**config.mk**
```make
export PLATFORM = sky130hd
export DESIGN_NAME = ith_host
export DESIGN_NICKNAME = d
export VERILOG_FILES = /design/src/ith_pkg.sv /design/src/ith_sync.sv /design/src/ith_host.sv
export SDC_FILE = /design/constraint.sdc
export NUM_CORES = 1
export LEC_CHECK = 0
export BUFFER_PORTS_ARGS = -buffer_cell sky130_fd_sc_hd__buf_4
export CELL_PAD_IN_SITES_DETAIL_PLACEMENT = 0
export CELL_PAD_IN_SITES_GLOBAL_PLACEMENT = 1
export CORE_MARGIN = 8
export CORE_UTILIZATION = 33
export DETAILED_ROUTE_END_ITERATION = 10
export PLACE_DENSITY_LB_ADDON = 0.1
export SYNTH_ARGS = -nofsm -noshare
export SYNTH_HDL_FRONTEND = slang
export SYNTH_HIERARCHICAL = 1
export SYNTH_SLANG_ARGS = --single-unit
```
**constraint.sdc**
```tcl
create_clock -name clock_i -period 5.5 [get_ports clock_i]
set_input_delay 0.275 -clock clock_i [delete_from_list [all_inputs] [get_ports clock_i]]
set_output_delay 0.275 -clock clock_i [all_outputs]
set_load 0.005 [all_outputs]
```
**src/ith_pkg.sv**
```systemverilog
package ith_pkg;

  // register byte offsets
  localparam logic [4:0] ITH_REG_CTRL = 5'h00;
  localparam logic [4:0] ITH_REG_WDATA = 5'h04;
  localparam logic [4:0] ITH_REG_RDATA = 5'h08;
  localparam logic [4:0] ITH_REG_STATUS = 5'h0C;
  localparam logic [4:0] ITH_REG_HRESET = 5'h10;
  localparam logic [4:0] ITH_REG_ERRC = 5'h14;

  // control field positions
  localparam int ITH_CTRL_GO = 0;
  localparam int ITH_CTRL_READ = 1;
  localparam int ITH_CTRL_BLOCK = 2;
  localparam int ITH_CTRL_ALT = 3;
  localparam int ITH_CTRL_ADDR = 4;

  // status field positions
  localparam int ITH_ST_BUSY = 0;
  localparam int ITH_ST_DONE = 1;
  localparam int ITH_ST_IRQ = 2;
  localparam int ITH_ST_IRQ_SEEN = 3;
  localparam int ITH_ST_WORD = 4;
  localparam int ITH_ST_DASP = 5;
  localparam int ITH_ST_PDIAG = 6;
  localparam int ITH_ST_WFAULT = 7;
  localparam int ITH_ST_RESET = 8;

  // error cause layout
  localparam int ITH_ERR_BAD_BLOCK = 7;
  localparam int ITH_ERR_UNCORRECTABLE = 6;
  localparam int ITH_ERR_NOT_FOUND = 4;
  localparam int ITH_ERR_ABORTED = 2;
  localparam int ITH_ERR_GENERAL = 0;
  localparam logic [7:0] ITH_ERR_ZERO_MASK = 8'h2A;

  // task file selects under the first chip select
  localparam logic [2:0] ITH_TF_DATA = 3'h0;
  localparam logic [2:0] ITH_TF_ERROR = 3'h1;
  localparam logic [2:0] ITH_TF_COMMAND = 3'h7;
  localparam int ITH_TF_ERR_BIT = 0;

  // timing
  localparam int ITH_CLK_PERIOD_NS = 100;
  localparam int ITH_T_SETUP_NS = 70;
  localparam int ITH_T_PULSE_NS = 165;
  localparam int ITH_T_RECOVER_NS = 240;
  localparam int ITH_T_RESET_NS = 25000;
  localparam int ITH_SYNC_STAGES = 2;
  localparam int ITH_SETUP_CYC = (ITH_T_SETUP_NS + ITH_CLK_PERIOD_NS - 1) / ITH_CLK_PERIOD_NS;
  localparam int ITH_PULSE_CYC = (ITH_T_PULSE_NS + ITH_CLK_PERIOD_NS - 1) / ITH_CLK_PERIOD_NS;
  localparam int ITH_RECOVER_CYC =
    (ITH_T_RECOVER_NS + ITH_CLK_PERIOD_NS - 1) / ITH_CLK_PERIOD_NS;
  localparam int ITH_RESET_CYC = (ITH_T_RESET_NS + ITH_CLK_PERIOD_NS - 1) / ITH_CLK_PERIOD_NS;
  localparam int ITH_SYNC_W = 21;

  typedef enum logic [2:0] {ST_IDLE, ST_SETUP, ST_STROBE, ST_RECOVER, ST_RESET} ith_phase_e;

  typedef struct packed {
    logic reset_n;
    logic cs0_n;
    logic cs1_n;
    logic [2:0] da;
    logic dior_n;
    logic diow_n;
    logic [15:0] dd_out;
    logic dd_oe;
  } ith_pins_s;

  typedef struct packed {
    logic is_read;
    logic is_block;
    logic is_alt;
    logic [2:0] addr;
  } ith_cmd_s;

  typedef struct packed {
    ith_phase_e phase;
    logic [8:0] cnt;
    ith_pins_s pins;
    ith_cmd_s cmd;
    logic [15:0] wdata;
    logic [15:0] rdata;
    logic [7:0] err_cause;
    logic done;
    logic irq_prev;
    logic irq_seen;
    logic width_fault;
    logic wait_req;
    logic [31:0] readdata;
  } ith_state_s;

  localparam ith_pins_s ITH_PINS_IDLE = '{reset_n: 1'b1, cs0_n: 1'b1, cs1_n: 1'b1,
    da: 3'h0, dior_n: 1'b1, diow_n: 1'b1, dd_out: 16'h0000, dd_oe: 1'b0};

endpackage : ith_pkg

```
**src/ith_sync.sv**
```systemverilog
`timescale 1ns/10ps
module ith_sync #(
  parameter int WIDTH = 1
) (
  // clock and reset
  input wire logic clock_i,
  input wire logic rstn_i,
  // data
  input wire logic [WIDTH-1:0] async_i,
  output logic [WIDTH-1:0] sync_o
);

  logic [WIDTH-1:0] stage1;

  // two flops, first read only by second
  always_ff @(posedge clock_i or negedge rstn_i)
  begin
    if (!rstn_i)
    begin
      stage1 <= '0;
      sync_o <= '0;
    end
    else
    begin
      stage1 <= async_i;
      sync_o <= stage1;
    end
  end

endmodule : ith_sync

```
**src/ith_host.sv**
```systemverilog
// Operation
// - host grounds address lines above three
// - first select task file, second control
// - task file accesses bytes on low lane
// - data port transfers use all sixteen bits
// - host pulses read strobe to fetch data
// - low reset pin resets the device
`timescale 1ns/10ps
module ith_host
  import ith_pkg::*;
#(
  parameter int SETUP_CYC = ITH_SETUP_CYC,
  parameter int PULSE_CYC = ITH_PULSE_CYC,
  parameter int RECOVER_CYC = ITH_RECOVER_CYC,
  parameter int RESET_CYC = ITH_RESET_CYC
) (
  // clock and reset
  input wire logic clock_i,
  input wire logic rstn_i,
  // avalon slave
  input wire logic [4:0] avs_address_i,
  input wire logic avs_read_i,
  input wire logic avs_write_i,
  input wire logic [31:0] avs_writedata_i,
  input wire logic [3:0] avs_byteenable_i,
  output logic [31:0] avs_readdata_o,
  output logic avs_waitrequest_o,
  // ide control pins
  output logic ide_reset_n_o,
  output logic ide_cs0_n_o,
  output logic ide_cs1_n_o,
  output logic [2:0] ide_da_o,
  output logic ide_dior_n_o,
  output logic ide_diow_n_o,
  // ide data bus
  input wire logic [15:0] ide_dd_i,
  output logic [15:0] ide_dd_o,
  output logic ide_dd_oe_o,
  // ide device outputs
  input wire logic ide_iordy_i,
  input wire logic ide_intrq_i,
  input wire logic ide_word_transfer_indication_n_i,
  // handshake lines
  input wire logic ide_dasp_n_i,
  output logic ide_dasp_n_o,
  output logic ide_dasp_oe_o,
  input wire logic ide_pdiag_n_i,
  output logic ide_pdiag_n_o,
  output logic ide_pdiag_oe_o
);

  ith_state_s s;
  ith_state_s next_s;
  logic [ITH_SYNC_W-1:0] sync_raw;
  logic [ITH_SYNC_W-1:0] sync_out;
  logic [15:0] dd_s;
  logic iordy_s;
  logic intrq_s;
  logic word_n_s;
  logic dasp_n_s;
  logic pdiag_n_s;
  logic [31:0] read_mux;
  logic [31:0] status_word;
  logic write_acc;
  logic busy;

  assign sync_raw = {ide_dd_i, ide_iordy_i, ide_intrq_i, ide_word_transfer_indication_n_i,
    ide_dasp_n_i, ide_pdiag_n_i};

  ith_sync #(
    .WIDTH(ITH_SYNC_W)
  ) u_sync (
    .clock_i(clock_i),
    .rstn_i(rstn_i),
    .async_i(sync_raw),
    .sync_o(sync_out)
  );

  assign dd_s = sync_out[20:5];
  assign iordy_s = sync_out[4];
  assign intrq_s = sync_out[3];
  assign word_n_s = sync_out[2];
  assign dasp_n_s = sync_out[1];
  assign pdiag_n_s = sync_out[0];

  assign busy = (s.phase != ST_IDLE);
  assign write_acc = avs_write_i && !s.wait_req;

  // status word assembly
  always_comb
  begin
    status_word = 32'h0000_0000;
    status_word[ITH_ST_BUSY] = busy;
    status_word[ITH_ST_DONE] = s.done;
    status_word[ITH_ST_IRQ] = intrq_s;
    status_word[ITH_ST_IRQ_SEEN] = s.irq_seen;
    status_word[ITH_ST_WORD] = !word_n_s;
    status_word[ITH_ST_DASP] = !dasp_n_s;
    status_word[ITH_ST_PDIAG] = !pdiag_n_s;
    status_word[ITH_ST_WFAULT] = s.width_fault;
    status_word[ITH_ST_RESET] = (s.phase == ST_RESET);
  end

  // register read mux
  always_comb
  begin
    read_mux = 32'h0000_0000;
    case (avs_address_i)
      ITH_REG_CTRL:
      begin
        read_mux[ITH_CTRL_READ] = s.cmd.is_read;
        read_mux[ITH_CTRL_BLOCK] = s.cmd.is_block;
        read_mux[ITH_CTRL_ALT] = s.cmd.is_alt;
        read_mux[ITH_CTRL_ADDR +: 3] = s.cmd.addr;
      end
      ITH_REG_WDATA: read_mux[15:0] = s.wdata;
      ITH_REG_RDATA: read_mux[15:0] = s.rdata;
      ITH_REG_STATUS: read_mux = status_word;
      ITH_REG_HRESET: read_mux[0] = (s.phase == ST_RESET);
      ITH_REG_ERRC: read_mux[7:0] = s.err_cause;
      default: read_mux = 32'h0000_0000;
    endcase
  end

  always_comb
  begin
    next_s = s;
    next_s.wait_req = 1'b1;
    next_s.irq_prev = intrq_s;
    if ((avs_read_i || avs_write_i) && s.wait_req)
    begin
      next_s.wait_req = 1'b0;
      if (avs_read_i)
        next_s.readdata = read_mux;
    end
    if (write_acc)
    begin
      case (avs_address_i)
        ITH_REG_WDATA:
        begin
          if (avs_byteenable_i[0])
            next_s.wdata[7:0] = avs_writedata_i[7:0];
          if (avs_byteenable_i[1])
            next_s.wdata[15:8] = avs_writedata_i[15:8];
        end
        ITH_REG_STATUS:
        begin
          if (avs_byteenable_i[0])
          begin
            if (avs_writedata_i[ITH_ST_DONE])
              next_s.done = 1'b0;
            if (avs_writedata_i[ITH_ST_IRQ_SEEN])
              next_s.irq_seen = 1'b0;
            if (avs_writedata_i[ITH_ST_WFAULT])
              next_s.width_fault = 1'b0;
          end
        end
        default:
        begin
        end
      endcase
    end
    // rising interrupt request, set wins over clear
    if (intrq_s && !s.irq_prev)
      next_s.irq_seen = 1'b1;
    case (s.phase)
      ST_IDLE:
      begin
        next_s.pins = ITH_PINS_IDLE;
        if (write_acc && avs_byteenable_i[0] && (avs_address_i == ITH_REG_HRESET)
            && avs_writedata_i[0])
        begin
          next_s.pins.reset_n = 1'b0;
          next_s.cnt = 9'(RESET_CYC - 1);
          next_s.phase = ST_RESET;
        end
        else if (write_acc && avs_byteenable_i[0] && (avs_address_i == ITH_REG_CTRL)
                 && avs_writedata_i[ITH_CTRL_GO])
        begin
          next_s.cmd.is_read = avs_writedata_i[ITH_CTRL_READ];
          next_s.cmd.is_block = avs_writedata_i[ITH_CTRL_BLOCK];
          next_s.cmd.is_alt = avs_writedata_i[ITH_CTRL_ALT];
          next_s.cmd.addr = avs_writedata_i[ITH_CTRL_ADDR +: 3];
          next_s.pins.cs0_n = avs_writedata_i[ITH_CTRL_ALT];
          next_s.pins.cs1_n = !avs_writedata_i[ITH_CTRL_ALT];
          next_s.pins.da = avs_writedata_i[ITH_CTRL_ADDR +: 3];
          if (avs_writedata_i[ITH_CTRL_BLOCK])
            next_s.pins.dd_out = s.wdata;
          else
            next_s.pins.dd_out = {8'h00, s.wdata[7:0]};
          next_s.pins.dd_oe = !avs_writedata_i[ITH_CTRL_READ];
          // a write to the command register clears the held error cause
          if (!avs_writedata_i[ITH_CTRL_READ] && !avs_writedata_i[ITH_CTRL_ALT]
              && (avs_writedata_i[ITH_CTRL_ADDR +: 3] == ITH_TF_COMMAND))
            next_s.err_cause = 8'h00;
          next_s.cnt = 9'(SETUP_CYC - 1);
          next_s.phase = ST_SETUP;
        end
      end
      ST_SETUP:
      begin
        if (s.cnt == 9'h000)
        begin
          if (s.cmd.is_read)
          begin
            next_s.pins.dior_n = 1'b0;
            next_s.cnt = 9'(PULSE_CYC + ITH_SYNC_STAGES - 1);
          end
          else
          begin
            next_s.pins.diow_n = 1'b0;
            next_s.cnt = 9'(PULSE_CYC - 1);
          end
          next_s.phase = ST_STROBE;
        end
        else
          next_s.cnt = s.cnt - 9'h001;
      end
      ST_STROBE:
      begin
        if (s.cnt != 9'h000)
          next_s.cnt = s.cnt - 9'h001;
        else if (iordy_s)
        begin
          next_s.pins.dior_n = 1'b1;
          next_s.pins.diow_n = 1'b1;
          if (s.cmd.is_block && word_n_s)
            next_s.width_fault = 1'b1;
          if (s.cmd.is_read)
          begin
            if (s.cmd.is_block)
              next_s.rdata = dd_s;
            else
              next_s.rdata = {8'h00, dd_s[7:0]};
            if (!s.cmd.is_alt && (s.cmd.addr == ITH_TF_ERROR))
            begin
              next_s.err_cause = dd_s[7:0] & ~ITH_ERR_ZERO_MASK;
            end
            if (!s.cmd.is_alt && (s.cmd.addr == ITH_TF_COMMAND) && !dd_s[ITH_TF_ERR_BIT])
            begin
              next_s.err_cause = 8'h00;
            end
          end
          next_s.cnt = 9'(RECOVER_CYC - 1);
          next_s.phase = ST_RECOVER;
        end
      end
      ST_RECOVER:
      begin
        if (s.cnt == 9'h000)
        begin
          next_s.pins = ITH_PINS_IDLE;
          next_s.done = 1'b1;
          next_s.phase = ST_IDLE;
        end
        else
          next_s.cnt = s.cnt - 9'h001;
      end
      ST_RESET:
      begin
        next_s.pins = ITH_PINS_IDLE;
        next_s.pins.reset_n = 1'b0;
        if (s.cnt == 9'h000)
        begin
          next_s.pins.reset_n = 1'b1;
          next_s.done = 1'b1;
          next_s.phase = ST_IDLE;
        end
        else
          next_s.cnt = s.cnt - 9'h001;
      end
      default:
      begin
        next_s.pins = ITH_PINS_IDLE;
        next_s.phase = ST_IDLE;
      end
    endcase
  end

  always_ff @(posedge clock_i or negedge rstn_i)
  begin
    if (!rstn_i)
    begin
      s.phase <= ST_RESET;
      s.cnt <= 9'(RESET_CYC - 1);
      s.pins <= '{reset_n: 1'b0, cs0_n: 1'b1, cs1_n: 1'b1, da: 3'h0, dior_n: 1'b1,
        diow_n: 1'b1, dd_out: 16'h0000, dd_oe: 1'b0};
      s.cmd <= '0;
      s.wdata <= 16'h0000;
      s.rdata <= 16'h0000;
      s.err_cause <= 8'h00;
      s.done <= 1'b0;
      s.irq_prev <= 1'b0;
      s.irq_seen <= 1'b0;
      s.width_fault <= 1'b0;
      s.wait_req <= 1'b1;
      s.readdata <= 32'h0000_0000;
    end
    else
    begin
      s <= next_s;
    end
  end

  assign avs_readdata_o = s.readdata;
  assign avs_waitrequest_o = s.wait_req;
  assign ide_reset_n_o = s.pins.reset_n;
  assign ide_cs0_n_o = s.pins.cs0_n;
  assign ide_cs1_n_o = s.pins.cs1_n;
  assign ide_da_o = s.pins.da;
  assign ide_dior_n_o = s.pins.dior_n;
  assign ide_diow_n_o = s.pins.diow_n;
  assign ide_dd_o = s.pins.dd_out;
  assign ide_dd_oe_o = s.pins.dd_oe;
  // handshake lines belong to the drives, host only listens
  assign ide_dasp_n_o = s.cmd.is_read & 1'b0;
  assign ide_dasp_oe_o = s.cmd.is_read & 1'b0;
  assign ide_pdiag_n_o = s.cmd.is_read & 1'b0;
  assign ide_pdiag_oe_o = s.cmd.is_read & 1'b0;

endmodule : ith_host

```
==> run_results.csv <==
group,metric,value,unit
layout,drive_above_1_share,27.2,%
yosys,async_flop_share,100,%
layout,fin_nets,676,
global_routing,grt_start_max_net_pins,86,
power,ir_worst_vdd,0.207,mV
floorplan,die_w,153,um
cts,clock-root-buffer,"clkbuf_16",
cts,cts_buffers,17,
global_routing,grt_use_total,13.9,%
layout,synthToLayoutAreaGrowth,21.3,%
routing,vias_per_cell,4.93,
cts,clkTransAtPathRegs,0.06,ns
floorplan,initial_utilization,33.2,%
yosys,synthTopCellsByArea,"dfrtp_1 (53%), buf_4 (6.7%), dfstp_2 (5.1%)",
run_status,status,"completed",
yosys,synth_ff_type,"dfrtp_1",
sta,tightest_slew,1.01,ns
worst_setup_path,crit_path_end_kind,"register",
yosys,synth_cell_types,60,
yosys,synth-edff-count,0,
sta,hold_ws,0.0471,ns
worst_setup_path,worst_ep_required_time,5.85,ns
cts,cts_sinks,143,
floorplan,die_h,153,um
yosys,syn_avg_cell_area,11.4,sq um
layout,antennaDiodeCount,0,
worst_setup_path,worst-setup-path-type,"reg2reg",
worst_setup_path,cp-start-kind,"register",
cts,htree_levels,4,
cts,insertion_delay,0.42,ns
yosys,ys_seq_elements,143,
floorplan,num_io_pins,128,
sta,setup_ws,2.42,ns
routing,route.vias.total,4218,
sta,min_period_over_period,56.0,%
place,io_buffers,89,
routing,routed_wl,15500,um
routing,wl_per_cell,18.2,um
worst_setup_path,r2r_cells,7,
yosys,ys_warn_count,6,
sta,maxSlewViolCount,0,
layout,stdcell_count,855,
power,p_per_area,375,nW/um^2
yosys,synthCells,540,
cts,postCtsSetupBuffers,0,
layout,nFillCells,1845,
routing,drtIter0Drc,274,
sta,slew_headroom,32.2,%
place,place_hpwl,11000,um
worst_setup_path,crit_arrival,3.43,ns
yosys,synth.top_cell.area_share,53.3,%
global_routing,grt_pass1_wl,25500,um
global_routing,grt_pass1_vias,4561,
min_path,hold_class,"in2reg",
sta,finClkSkew,0.0116,ns
floorplan,core-area,18500,sq um
yosys,ys_seq_area_share,58.4,%
job,maxCapViolCount,0,
power,power.leakage,0.00346,uW
yosys,syn_area,6150,sq um
place,dp_slack,2.38,ns
worst_setup_path,worstPathMaxFanout,26,
cts,cts_tree,"done",
cts,ctsLongestPathBuffers,2,
floorplan,rows,50,
sta,hold_violations,0,
sta,rsz0062_at_grt,"false",
yosys,yosys.area.top_type,"dfrtp_1",
sta,setup_tns,0,ns
sta,period_needed,3.08,ns
floorplan,fp.dieArea,23300,sq um
sta,finalSetupViolCount,0,
place,dp_cells,801,
routing,drtPass1Iterations,4,
sta,fmax,325,MHz
routing,drcViolationCount,0,
routing,antenna_left,0,
global_routing,gr-total-overflow,0,
place,gp_congestion,0.775,
cts,cts-resized-gates,0,
min_path,min_delay_path_depth,2,
global_routing,antenna_found_initial,0,
-- final cells by class --
cell class	count	area (sq um)	area share, %
clock buffer	20	437	5.85
inverter	9	33.8	0.453
clock inverter	11	109	1.46
multi-input combinational	324	2080	27.9
sequential	143	3590	48.2
timing repair buffer	114	917	12.3
tap	234	293	3.92
-- layout by cell type, fill, tap and decap left out, drive strengths merged, types with 3 or more instances in the layout --
master and count:
nor4 3, nor2b 4, dlygate4sd3 23, o21ai 36, clkinv 3, buf 91, clkinvlp 4, or4 3
conb 20, clkbuf 20, o2bb2ai 5, nor3 12, mux4 3, a31oi 3, a21o 3, inv 12
nand3 4, nand3b 4, dfrtp 131, mux2 27, a222oi 3, nand2b 4, nor4b 3, nor2 23
dfstp 12, a22oi 11, a21oi 16, a22o 28, nor3b 3, or2 4, a2111oi 3, nand2 70
-- power by group --
group | total, uW | switching [uW] | internal (uW)
clock network | 1080 | 452 | 624
registers | 1220 | 86.1 | 1140
logic | 500 | 292 | 207
total | 2800 | 830 | 1970
-- repair_timing --
action	CTS	global route
setup endpoints to repair	0	0
endpoints found under the hold margin	98	0
hold buffers	23	0
-- cell usage after synthesis, types with 3 or more instances --
master     count
a21oi_1       16
a22o_1        28
mux4_2         3
inv_1          9
nor3_1        11
dfstp_2       12
dfrtp_1      131
nor2_1        23
nor2b_1        4
a31oi_1        3
nand2_1       70
nor3b_1        3
nand3_1        4
nor4_1         3
a222oi_1       3
clkbuf_1      22
o2bb2ai_1      5
a21o_1         3
nand2b_1       4
nand3b_1       4
nor4b_1        3
a22oi_1       11
buf_2          4
mux2_2        26
o21ai_0       35
buf_4         55
or2_2          3
or4_1          3
-- flip-flops by register name, summed over array words and instances, names as in the netlist --
| register | count |
|---|---|
| avs_waitrequest_o | 1 |
| ide_da_o | 3 |
| ide_diow_n_o | 1 |
| ide_dior_n_o | 1 |
| u_sync/stage1 | 21 |
| s | 59 |
| avs_readdata_o | 16 |
| ide_cs0_n_o | 1 |
| ide_dd_oe_o | 1 |
| ide_cs1_n_o | 1 |
| u_sync/sync_o | 21 |
| ide_reset_n_o | 1 |
| ide_dd_o | 16 |
-- metal layers --
| layer | GRT usage, % | part of all wire, % | up-vias |
|---|---|---|---|
| met5 | 0 | 0 | - |
| met4 | 4.38 | 1.1 | 0 |
| met3 | 3.86 | 3.9 | 10 |
| met2 | 22.0 | 48 | 96 |
| met1 | 18.1 | 47 | 2119 |
| li1 | - | - | 1993 |
-- worst paths after layout --
path,from,end,slack (ns)
worst max register to register,s[109]$_DFFE_PN0P_,s[43]$_DFFE_PN0P_,2.42
worst max-delay path,s[109]$_DFFE_PN0P_,s[43]$_DFFE_PN0P_,2.42
max in group asynchronous,rstn_i,u_sync/stage1[13]$_DFF_PN0_,3.78
worst min register to register,u_sync/stage1[18]$_DFF_PN0_,u_sync/sync_o[18]$_DFF_PN0_,0.34
min in group asynchronous,rstn_i,s[110]$_DFFE_PN0P_,0.48
worst min-delay path,avs_write_i,avs_waitrequest_o$_DFF_PN1_,0.05
-- per-stage QoR --
| stage | utilization (%) | total power (uW) | instance area [sq um] |
|---|---|---|---|
| 6_report | 40.3 | 2800 | 7460 |
| 5_1_grt | 40.3 | 2950 | 7460 |
| 4_1_cts | 40.3 | 2830 | 7460 |
| 3_5_place_dp | 36.1 | 1730 | 6690 |
| 3_3_place_gp | 36.1 | 1720 | 6690 |
| 2_1_floorplan | - | 1570 | 6220 |
-- critical path: stages, from the launching register on --
cell	delay, ns
dfrtp_1	0.40
inv_1	0.08
ha_1	0.22
or4b_1	0.63
nor3_1	0.25
nand2_1	0.54
nor3_1	0.67
a22o_1	0.21
-- cell families after synthesis --
family / Yosys count / synth area share, %
xor+xnor: 1 / 0.142
simple gates: 150 / 12.1
other cells: 1 / 0.0609
mux: 30 / 6.04
buf+inv: 92 / 9.07
flops: 143 / 58.4
fa+ha+maj: 1 / 0.203
compound gates: 122 / 14.0
(Power assumes the default switching activity.)
